==> config.mk <==
export PLATFORM = sky130hd
export DESIGN_NAME = totalize_arm_gate_control
export DESIGN_NICKNAME = d
export VERILOG_FILES = /design/src/edge_qualifier.v /design/src/totalize_arm_gate_control.v
export VERILOG_INCLUDE_DIRS = /design/src /design/src/pkg
export SDC_FILE = /design/constraint.sdc
export NUM_CORES = 1
export LEC_CHECK = 0
export ABC_AREA = 1
export BUFFER_PORTS_ARGS = -buffer_cell sky130_fd_sc_hd__buf_2
export CORE_MARGIN = 4
export CORE_UTILIZATION = 50
export DETAILED_ROUTE_END_ITERATION = 16
export GPL_TIMING_DRIVEN = 0
export PLACE_DENSITY = 0.84
export SLEW_MARGIN = 25
export SYNTH_ARGS = -nofsm -noshare
export SYNTH_HDL_FRONTEND = slang
export SYNTH_SLANG_ARGS = --single-unit
==> constraint.sdc <==
create_clock -name core_clk -period 1.9 [get_ports core_clk]
set_input_delay 0.57 -clock core_clk [delete_from_list [all_inputs] [get_ports core_clk]]
set_output_delay 0.57 -clock core_clk [all_outputs]
set_load 0.1 [all_outputs]
==> src/pkg/totalize_defs.vh <==
// Constants shared by the totalizer core and its input qualifier.
// Assumes inclusion by bare name from files under src/.
`ifndef TOTALIZE_DEFS_VH
`define TOTALIZE_DEFS_VH

// ----------------------------------------------------------------
// Register byte addresses (word aligned)
// ----------------------------------------------------------------
`define ADDR_CTRL        6'h00
`define ADDR_CMD         6'h04
`define ADDR_STATUS      6'h08
`define ADDR_COUNT_LO    6'h0C
`define ADDR_COUNT_HI    6'h10
`define ADDR_IRQ_STATUS  6'h14
`define ADDR_IRQ_CLEAR   6'h18
`define ADDR_IRQ_ENABLE  6'h1C

// ----------------------------------------------------------------
// Control register fields
// ----------------------------------------------------------------
`define CTRL_MODE_LSB    0
`define CTRL_MODE_MSB    1
`define CTRL_START_LSB   2
`define CTRL_START_MSB   4
`define CTRL_STOP_LSB    5
`define CTRL_STOP_MSB    7
`define CTRL_SLOPE1_BIT  8
`define CTRL_SLOPE2_BIT  9
`define CTRL_SYNC_BIT    10
`define CTRL_WIDTH       11
`define CTRL_RESET       11'h000

// ----------------------------------------------------------------
// Command register bits (write only, self clearing)
// ----------------------------------------------------------------
`define CMD_INIT_BIT     0
`define CMD_STOP_NOW_BIT 1
`define CMD_BUS_ARM_BIT  2
`define CMD_ABORT_BIT    3

// ----------------------------------------------------------------
// Interrupt bits
// ----------------------------------------------------------------
`define IRQ_DONE_BIT     0
`define IRQ_GATE_BIT     1
`define IRQ_OVF_BIT      2
`define IRQ_ARM_BIT      3
`define IRQ_WIDTH        4
`define IRQ_RESET        4'h0

// ----------------------------------------------------------------
// Modes and arm sources
// ----------------------------------------------------------------
`define MODE_TOT1        2'h0
`define MODE_TOT1_BY2    2'h1
`define MODE_TOT2_BY1    2'h2
`define SRC_IMM          3'h0
`define SRC_HOLD         3'h1
`define SRC_BUS          3'h2
`define SRC_EXT          3'h3
`define SRC_TRIG_LINE    3'h4

// ----------------------------------------------------------------
// Counter range
// ----------------------------------------------------------------
`define COUNT_WIDTH      40
`define COUNT_MAX        40'hE8D4A50FFF
`define COUNT_ZERO       40'h0000000000

`endif

==> src/edge_qualifier.v <==
// Input qualifier: turns the two threshold comparator outputs of one
// channel into a single-cycle count event and a hysteresis level.
// Assumes asynchronous comparator pins and one core clock.
`include "totalize_defs.vh"

module edge_qualifier (
  input  wire core_clk,
  input  wire arst_n,
  input  wire above_hi,
  input  wire below_lo,
  input  wire slope_neg,
  output reg  event_q,
  output reg  level_q
);

  // ----------------------------------------------------------------
  // Two-stage synchronisers
  // ----------------------------------------------------------------
  reg hi_meta_q;
  reg hi_sync_q;
  reg lo_meta_q;
  reg lo_sync_q;
  reg low_seen_q;
  reg high_seen_q;

  always @(posedge core_clk or negedge arst_n) begin
    if (!arst_n) begin
      hi_meta_q <= 1'b0;
      hi_sync_q <= 1'b0;
      lo_meta_q <= 1'b0;
      lo_sync_q <= 1'b0;
    end else begin
      hi_meta_q <= above_hi;
      hi_sync_q <= hi_meta_q;
      lo_meta_q <= below_lo;
      lo_sync_q <= lo_meta_q;
    end
  end

  // ----------------------------------------------------------------
  // Hysteresis: an edge counts only after both thresholds are crossed
  // ----------------------------------------------------------------
  always @(posedge core_clk or negedge arst_n) begin
    if (!arst_n) begin
      low_seen_q  <= 1'b0;
      high_seen_q <= 1'b0;
      level_q     <= 1'b0;
      event_q     <= 1'b0;
    end else begin
      event_q <= 1'b0;
      if (hi_sync_q) begin
        level_q     <= 1'b1;
        low_seen_q  <= 1'b0;
        high_seen_q <= 1'b1;
        if (!slope_neg && low_seen_q)
          event_q <= 1'b1;
      end else if (lo_sync_q) begin
        level_q     <= 1'b0;
        high_seen_q <= 1'b0;
        low_seen_q  <= 1'b1;
        if (slope_neg && high_seen_q)
          event_q <= 1'b1;
      end
    end
  end

endmodule

==> src/totalize_arm_gate_control.v <==
// Totalizer with arming and gating control behind an Avalon-MM slave.
// Assumes comparator, external arm and trigger-line pins are asynchronous;
// bus master on core_clk.
//
// Operation
// - Count only while the gate is open.
// - Single channel: start arm opens, stop closes.
// - Start and stop arm sources are selectable.
// - Hold stop, and immediate stop in single channel mode, waits for stop command.
// - Gated modes: alternate channel drives the gate.
// - Gating recognised only between start and stop.
// - Gated completion: start, open, stop, close.
// - Immediate arms: gating signal alone sets interval.
// - Gated result read waits until gate closes.
// - Single channel read returns current count immediately.
// - Subtotal read neither stops nor clears count.
// - New measurement clears the final count.
// - No events between open and close reads zero.
// - Sync wait defers count reads until measurement completes.
// - Count only after both hysteresis thresholds crossed.
// - Count range up to ten^12 minus one.
// - Per-channel slope picks rising or falling edge.
//
// Decided for this implementation: the Avalon-MM slave port and the address map.
`include "totalize_defs.vh"

module totalize_arm_gate_control (
  input  wire        core_clk,
  input  wire        arst_n,
  input  wire [5:0]  address,
  input  wire        read,
  input  wire        write,
  input  wire [31:0] writedata,
  output reg  [31:0] readdata,
  output wire        waitrequest,
  input  wire        ch1_above_hi,
  input  wire        ch1_below_lo,
  input  wire        ch2_above_hi,
  input  wire        ch2_below_lo,
  input  wire        ext_arm,
  input  wire        trig_line,
  output reg         gate_open,
  output wire        irq
);

  // ----------------------------------------------------------------
  // States
  // ----------------------------------------------------------------
  localparam [2:0] ST_IDLE       = 3'h0;
  localparam [2:0] ST_WAIT_START = 3'h1;
  localparam [2:0] ST_ARMED      = 3'h2;
  localparam [2:0] ST_WAIT_CLOSE = 3'h3;
  localparam [2:0] ST_DONE       = 3'h4;

  reg [2:0]                state_q;
  reg [`CTRL_WIDTH-1:0]    ctrl_q;
  reg [`COUNT_WIDTH-1:0]   count_q;
  reg [`IRQ_WIDTH-1:0]     irq_status_q;
  reg [`IRQ_WIDTH-1:0]     irq_enable_q;
  reg                      seen_open_q;
  reg                      ack_q;
  reg [7:0]                hi_snap_q;
  reg                      ext_meta_q;
  reg                      ext_sync_q;
  reg                      ext_prev_q;
  reg                      trg_meta_q;
  reg                      trg_sync_q;
  reg                      trg_prev_q;

  wire                     ch1_event;
  wire                     ch1_level;
  wire                     ch2_event;
  wire                     ch2_level;

  // ----------------------------------------------------------------
  // Input channels
  // ----------------------------------------------------------------
  edge_qualifier u_ch1 (
    .core_clk  (core_clk),
    .arst_n    (arst_n),
    .above_hi  (ch1_above_hi),
    .below_lo  (ch1_below_lo),
    .slope_neg (ctrl_q[`CTRL_SLOPE1_BIT]),
    .event_q   (ch1_event),
    .level_q   (ch1_level)
  );

  edge_qualifier u_ch2 (
    .core_clk  (core_clk),
    .arst_n    (arst_n),
    .above_hi  (ch2_above_hi),
    .below_lo  (ch2_below_lo),
    .slope_neg (ctrl_q[`CTRL_SLOPE2_BIT]),
    .event_q   (ch2_event),
    .level_q   (ch2_level)
  );

  // ----------------------------------------------------------------
  // Arm pin synchronisers and edge detect
  // ----------------------------------------------------------------
  always @(posedge core_clk or negedge arst_n) begin
    if (!arst_n) begin
      ext_meta_q <= 1'b0;
      ext_sync_q <= 1'b0;
      ext_prev_q <= 1'b0;
      trg_meta_q <= 1'b0;
      trg_sync_q <= 1'b0;
      trg_prev_q <= 1'b0;
    end else begin
      ext_meta_q <= ext_arm;
      ext_sync_q <= ext_meta_q;
      ext_prev_q <= ext_sync_q;
      trg_meta_q <= trig_line;
      trg_sync_q <= trg_meta_q;
      trg_prev_q <= trg_sync_q;
    end
  end

  wire ext_rise = ext_sync_q & ~ext_prev_q;
  wire trg_rise = trg_sync_q & ~trg_prev_q;

  // ----------------------------------------------------------------
  // Bus decode
  // ----------------------------------------------------------------
  wire [1:0] mode      = ctrl_q[`CTRL_MODE_MSB:`CTRL_MODE_LSB];
  wire [2:0] start_src = ctrl_q[`CTRL_START_MSB:`CTRL_START_LSB];
  wire [2:0] stop_src  = ctrl_q[`CTRL_STOP_MSB:`CTRL_STOP_LSB];
  wire       gated     = (mode == `MODE_TOT1_BY2) || (mode == `MODE_TOT2_BY1);
  wire       acquiring = (state_q == ST_WAIT_START) || (state_q == ST_ARMED) ||
                         (state_q == ST_WAIT_CLOSE);

  wire wr_take  = write & ack_q;
  wire cmd_wr   = wr_take && (address == `ADDR_CMD);
  wire init_cmd = cmd_wr && writedata[`CMD_INIT_BIT];
  wire stop_cmd = cmd_wr && writedata[`CMD_STOP_NOW_BIT];
  wire bus_cmd  = cmd_wr && writedata[`CMD_BUS_ARM_BIT];
  wire abort    = cmd_wr && writedata[`CMD_ABORT_BIT];

  // A count read during a gated or synchronised measurement is held off
  wire fetch_blocked = read && (address == `ADDR_COUNT_LO) && acquiring &&
                       (gated || ctrl_q[`CTRL_SYNC_BIT]);

  assign waitrequest = (read | write) & ~ack_q;

  // ----------------------------------------------------------------
  // Arm source decoding
  // ----------------------------------------------------------------
  function arm_hit;
    input [2:0] src;
    input       bus_now;
    input       ext_now;
    input       trg_now;
    begin
      case (src)
        `SRC_BUS:       arm_hit = bus_now;
        `SRC_HOLD:      arm_hit = bus_now;
        `SRC_EXT:       arm_hit = ext_now;
        `SRC_TRIG_LINE: arm_hit = trg_now;
        default:        arm_hit = 1'b0;
      endcase
    end
  endfunction

  // Immediate start fires at once
  wire start_ev = (start_src == `SRC_IMM) ||
                  arm_hit(start_src, bus_cmd, ext_rise, trg_rise);

  // Immediate or hold stop waits for the explicit command
  wire stop_hold = (stop_src == `SRC_IMM) || (stop_src == `SRC_HOLD);
  wire stop_ev   = stop_hold ? stop_cmd
                             : arm_hit(stop_src, bus_cmd, ext_rise, trg_rise);

  // In gated modes an immediate stop arms as soon as the gate has opened
  wire gated_stop = (stop_src == `SRC_IMM) ? 1'b1 : stop_ev;

  wire gate_level = (mode == `MODE_TOT1_BY2) ? ch2_level : ch1_level;
  wire count_ev   = (mode == `MODE_TOT2_BY1) ? ch2_event : ch1_event;

  // ----------------------------------------------------------------
  // Measurement sequencer
  // ----------------------------------------------------------------
  reg [2:0] state_d;
  reg       gate_d;
  reg       seen_open_d;

  always @* begin
    state_d     = state_q;
    gate_d      = gate_open;
    seen_open_d = seen_open_q;
    case (state_q)
      ST_IDLE: begin
        gate_d = 1'b0;
      end
      ST_WAIT_START: begin
        if (start_ev) begin
          state_d = ST_ARMED;
          gate_d  = ~gated;
        end
      end
      ST_ARMED: begin
        if (!gated) begin
          if (stop_ev) begin
            state_d = ST_DONE;
            gate_d  = 1'b0;
          end
        end else begin
          gate_d = gate_level;
          if (gate_level)
            seen_open_d = 1'b1;
          if (seen_open_q && gated_stop) begin
            if (gate_level) begin
              state_d = ST_WAIT_CLOSE;
            end else begin
              state_d = ST_DONE;
              gate_d  = 1'b0;
            end
          end
        end
      end
      ST_WAIT_CLOSE: begin
        // Reopening after stop arm is impossible: the gate only falls here
        if (!gate_level) begin
          state_d = ST_DONE;
          gate_d  = 1'b0;
        end
      end
      ST_DONE: begin
        gate_d = 1'b0;
      end
      default: begin
        state_d = ST_IDLE;
        gate_d  = 1'b0;
      end
    endcase
    if (abort) begin
      state_d = ST_IDLE;
      gate_d  = 1'b0;
    end
    if (init_cmd) begin
      state_d     = ST_WAIT_START;
      gate_d      = 1'b0;
      seen_open_d = 1'b0;
    end
  end

  always @(posedge core_clk or negedge arst_n) begin
    if (!arst_n) begin
      state_q     <= ST_IDLE;
      gate_open   <= 1'b0;
      seen_open_q <= 1'b0;
    end else begin
      state_q     <= state_d;
      gate_open   <= gate_d;
      seen_open_q <= seen_open_d;
    end
  end

  // ----------------------------------------------------------------
  // Accumulator
  // ----------------------------------------------------------------
  wire at_max = (count_q == `COUNT_MAX);

  always @(posedge core_clk or negedge arst_n) begin
    if (!arst_n) begin
      count_q <= `COUNT_ZERO;
    end else if (init_cmd) begin
      count_q <= `COUNT_ZERO;
    end else if (gate_open && count_ev && !at_max) begin
      // Saturate rather than wrap at the top of range
      count_q <= count_q + 40'h0000000001;
    end
  end

  // ----------------------------------------------------------------
  // Registers and read path
  // ----------------------------------------------------------------
  wire [`IRQ_WIDTH-1:0] irq_set;
  assign irq_set[`IRQ_DONE_BIT] = (state_q != ST_DONE) && (state_d == ST_DONE);
  assign irq_set[`IRQ_GATE_BIT] = gate_d & ~gate_open;
  assign irq_set[`IRQ_OVF_BIT]  = gate_open && count_ev && at_max;
  assign irq_set[`IRQ_ARM_BIT]  = (state_q == ST_WAIT_START) && (state_d == ST_ARMED);

  wire [`IRQ_WIDTH-1:0] irq_clr = (wr_take && (address == `ADDR_IRQ_CLEAR)) ?
                                  writedata[`IRQ_WIDTH-1:0] : `IRQ_RESET;

  always @(posedge core_clk or negedge arst_n) begin
    if (!arst_n) begin
      ctrl_q       <= `CTRL_RESET;
      irq_enable_q <= `IRQ_RESET;
      irq_status_q <= `IRQ_RESET;
    end else begin
      if (wr_take && (address == `ADDR_CTRL))
        ctrl_q <= writedata[`CTRL_WIDTH-1:0];
      if (wr_take && (address == `ADDR_IRQ_ENABLE))
        irq_enable_q <= writedata[`IRQ_WIDTH-1:0];
      // Set wins over a clear landing in the same cycle
      irq_status_q <= (irq_status_q & ~irq_clr) | irq_set;
    end
  end

  assign irq = |(irq_status_q & irq_enable_q);

  // Read data comes from a flop one cycle after the request is seen
  always @(posedge core_clk or negedge arst_n) begin
    if (!arst_n) begin
      ack_q     <= 1'b0;
      readdata  <= 32'h00000000;
      hi_snap_q <= 8'h00;
    end else if (ack_q) begin
      ack_q <= 1'b0;
    end else if ((read || write) && !fetch_blocked) begin
      ack_q <= 1'b1;
      if (read) begin
        case (address)
          `ADDR_CTRL:       readdata <= {21'h000000, ctrl_q};
          `ADDR_STATUS:     readdata <= {27'h0000000, seen_open_q, gate_open, state_q};
          `ADDR_COUNT_LO: begin
            // Snapshot keeps both halves coherent; counting goes on
            readdata  <= count_q[31:0];
            hi_snap_q <= count_q[39:32];
          end
          `ADDR_COUNT_HI:   readdata <= {24'h000000, hi_snap_q};
          `ADDR_IRQ_STATUS: readdata <= {28'h0000000, irq_status_q};
          `ADDR_IRQ_ENABLE: readdata <= {28'h0000000, irq_enable_q};
          default:          readdata <= 32'h00000000;
        endcase
      end
    end
  end

endmodule

==> reports/metrics.csv <==
stage,metric,value,unit
worst_setup_path,criticalPathCategory,reg -> reg,
pwr,cellLeakagePower,3.99,nW
sta,hold_violations,0,
global_routing,grt_max_degree,66,
worst_setup_path,required,2240,ps
drt,drt_iter0_markers,710,
synthesis,synthTopCellsByArea,"dfrtp_1, nand2_1, inv_1",
synthesis,yosysWarnings,0,
cts,h-tree-depth,4,
global_routing,antenna_found_initial,0,
synthesis,synth.cell_area,6410,um^2
drt,wirelength,19.0,mm
synthesis,synth_top_cell_by_area,dfrtp_1,
sta,fin_crit,2060,ps
outcome,violations,setup timing,
sta,fmax,0.485,GHz
synthesis,ys_top_cells_by_count,"nand2_1, dfrtp_1, inv_1",
run,cap_violations,0,
sta,relSlewSlack,65.9,%
sta,clock_skew,8.40,ps
die,core,12600,um^2
cts,cts-root-buf,clkbuf_16,
worst_setup_path,worstRegToRegCells,7,
outcome,status,finished with violations,
global_routing,grt_remaining_overflow,0,
drt,drc_errors,0,
synthesis,synth_async_sr_flop_share,100,%
sta,final.setup.tns,-828,ps
placement,dp.cells,1025,
global_routing,grt_pass1_wl,30.1,mm
cts,tritoncts,built,
worst_setup_path,critPathSlowestCell,dfrtp_1,
die,die_h,121,um
worst_setup_path,max_stage_delay,410,ps
worst_setup_path,critPathLaunch,count_q[11],
placement,portBuffers,61,
synthesis,synth_top_area_share,48.8,%
worst_setup_path,cp-end-kind,flip-flop,
placement,dp_hpwl,13.7,mm
finish,instances_no_fill,1086,
synthesis,syn_nets,842,
drt,drtPass1Iterations,5,
cts,clk_pin_slew,60,ps
worst_setup_path,rrSetupSlack,-160,ps
worst_setup_path,startpoint_type,flip-flop,
synthesis,synth_cell_types,41,
sta,layout_setup_ws,-161,ps
synthesis,syn_inst,791,
synthesis,synth-compound-area-share,13.1,%
pwr,p_per_area,974,nW/um^2
worst_setup_path,rr_startpoint,count_q[11],
worst_setup_path,cp_common_cell,nand2_1,
finish,area_growth,28.2,%
die,die_area,14700,um^2
synthesis,ys.flop_type,dfrtp_1,
synthesis,synth-seq-cells,125,
finish,drive_above_1_share,26.6,%
worst_setup_path,r2r-end,count_q[34],
die,rows,41,
worst_setup_path,arrival,2400,ps
min_path,hold_path.class,in -> async,
sta,finalSetupViolations,22,
placement,gp_congestion,0.973,
synthesis,synth_simple_gate_area_share,25.6,%
drt,vias_per_cell,5.62,
sta,whs,64.6,ps
worst_setup_path,cp_top_family,simple AND/OR/NAND/NOR gates,
synthesis,synth-adder-area-share,0.586,%
synthesis,synth_seq_area_share,48.8,%
drt,ant_nets,0,
worst_setup_path,worstPathMaxFanout,4,
synthesis,synth.mux.area_fraction,0.351,%
synthesis,syn_avg_cell_area,8.10,um^2
synthesis,synth_xor_area_share,3.42,%
die,die_x,121,um
synthesis,synth-edff-count,0,
worst_setup_path,critPathBufInv,0,
global_routing,grt_usage,26.5,%
cts,cts_max_path_buffers,2,
synthesis,synth_top_family_by_area,simple AND/OR/NAND/NOR gates,
sta,finalCritPeriodShare,108,%
die,pin_count,83,
worst_setup_path,path_cells,nand2_1 > nor3_1 > nand2_1 > nor4_1 > nand3_1 > xor2_1 > o31ai_1,
finish,insertedDiodeCount,0,
drt,wl_per_cell,17.5,um
finish,fin_nets,953,
pwr,ir_drop,0.000817,V
sta,final_max_slew_viol_count,0,
global_routing,grt_pass1_vias,5810,
cts,numCtsBuffers,17,
sta,tightestPinTransition,508,ps
pwr,power,8.00,mW
die,start_util,51.0,%
drt,via_count,6101,
cts,cts.sinks,125,
cts,clk_latency,430,ps
finish,finalCoreUtilization,65.4,%
sta,rsz0062_at_grt,true,
synthesis,synthMostInstantiatedCell,nand2_1,
[where the power goes]
part	leakage [nW]	internal, mW	switching (mW)	total, mW
registers	1.49	2.92	0.280	3.20
clock network	0.257	1.78	1.23	3.02
logic	2.25	0.591	1.19	1.78
total	3.99	5.30	2.70	8.00
[per-stage QoR]
step,setup slack (ps),instance area (um^2)
after floorplan,-145,6450
after global placement,-1690,6970
after detailed placement,-902,7010
after CTS,-19.1,7880
after global routing,-203,8220
final,-161,8220
[worst max-delay path by stage]
| stage | endpoint | depth (start not counted) |
|---|---|---|
| after floorplan | hi_snap_q[6] | 9 |
| after global placement | gate_open | 1 |
| after detailed placement | count_q[13] | 10 |
| after CTS | count_q[29] | 7 |
| after global routing | count_q[34] | 7 |
| final | count_q[34] | 7 |
[cell usage in the layout, fill, tap and decap left out, types with 3 or more instances in the layout]
| master | count |
|---|---|
| nand2_1 | 177 |
| dfrtp_1 | 121 |
| inv_1 | 79 |
| nor2_1 | 65 |
| buf_2 | 61 |
| o21ai_0 | 41 |
| nand3_1 | 37 |
| buf_4 | 33 |
| xor2_1 | 25 |
| o21ai_1 | 25 |
| nand4_1 | 21 |
| a21oi_1 | 19 |
| inv_2 | 18 |
| clkbuf_16 | 17 |
| nor3_1 | 15 |
| o31ai_1 | 13 |
| o21ai_2 | 11 |
| nand2_2 | 10 |
| nor2_2 | 9 |
| nor2_4 | 8 |
| nor3_2 | 7 |
| buf_6 | 7 |
| nor4_4 | 6 |
| clkinvlp_4 | 6 |
| inv_6 | 4 |
| o221ai_1 | 4 |
| a221oi_1 | 4 |
| a22oi_1 | 4 |
| nand3_2 | 4 |
| clkinv_2 | 4 |
| buf_12 | 3 |
| nor4_1 | 3 |
| o21bai_1 | 3 |
| o2111ai_1 | 3 |
| nor3_4 | 3 |
| nor4_2 | 3 |
| dfrtp_2 | 3 |
[layout make-up]
class	count	area (um^2)
fillers	1021	4350
flip-flops and latches	125	3140
inverters	102	402
repair buffers	92	604
multi-input cells	545	3140
clock inverters	14	123
plain buffers	19	166
clock buffers	17	425
well taps	172	215
[per-layer routing]
layer / part of all wire (%) / vias up / GRT usage, %
met5: 0 / - / 0
met4: 1.5 / 0 / 7.70
met3: 9.0 / 30 / 6.34
met2: 46 / 284 / 40.5
met1: 44 / 2932 / 38.0
li1: - / 2855 / -
[flip-flops by register name, indices dropped and copies added (netlist names), 3 cells and up]
name / count
readdata: 32
ctrl_q: 11
irq_status_q: 4
state_q: 3
hi_snap_q: 8
count_q: 40
irq_enable_q: 4
[cell families after synthesis]
logic type | count (synthesis)
XOR/XNOR | 25
AND/OR/NAND/NOR | 377
flip-flops | 125
adder cells (fa/ha/maj) | 3
buffers and inverters | 121
multiplexers | 2
AO/OA/AOI/OAI | 138
[repair_timing]
action                                 4_1_cts  5_1_grt
setup endpoints to repair                   79       82
gates cloned                                 0        0
gates resized for setup                     51       72
endpoints found under the hold margin        0        0
hold buffers                                 0        0
setup buffers                               15       15
pin swaps                                    8       13
(Power assumes the default switching activity.)
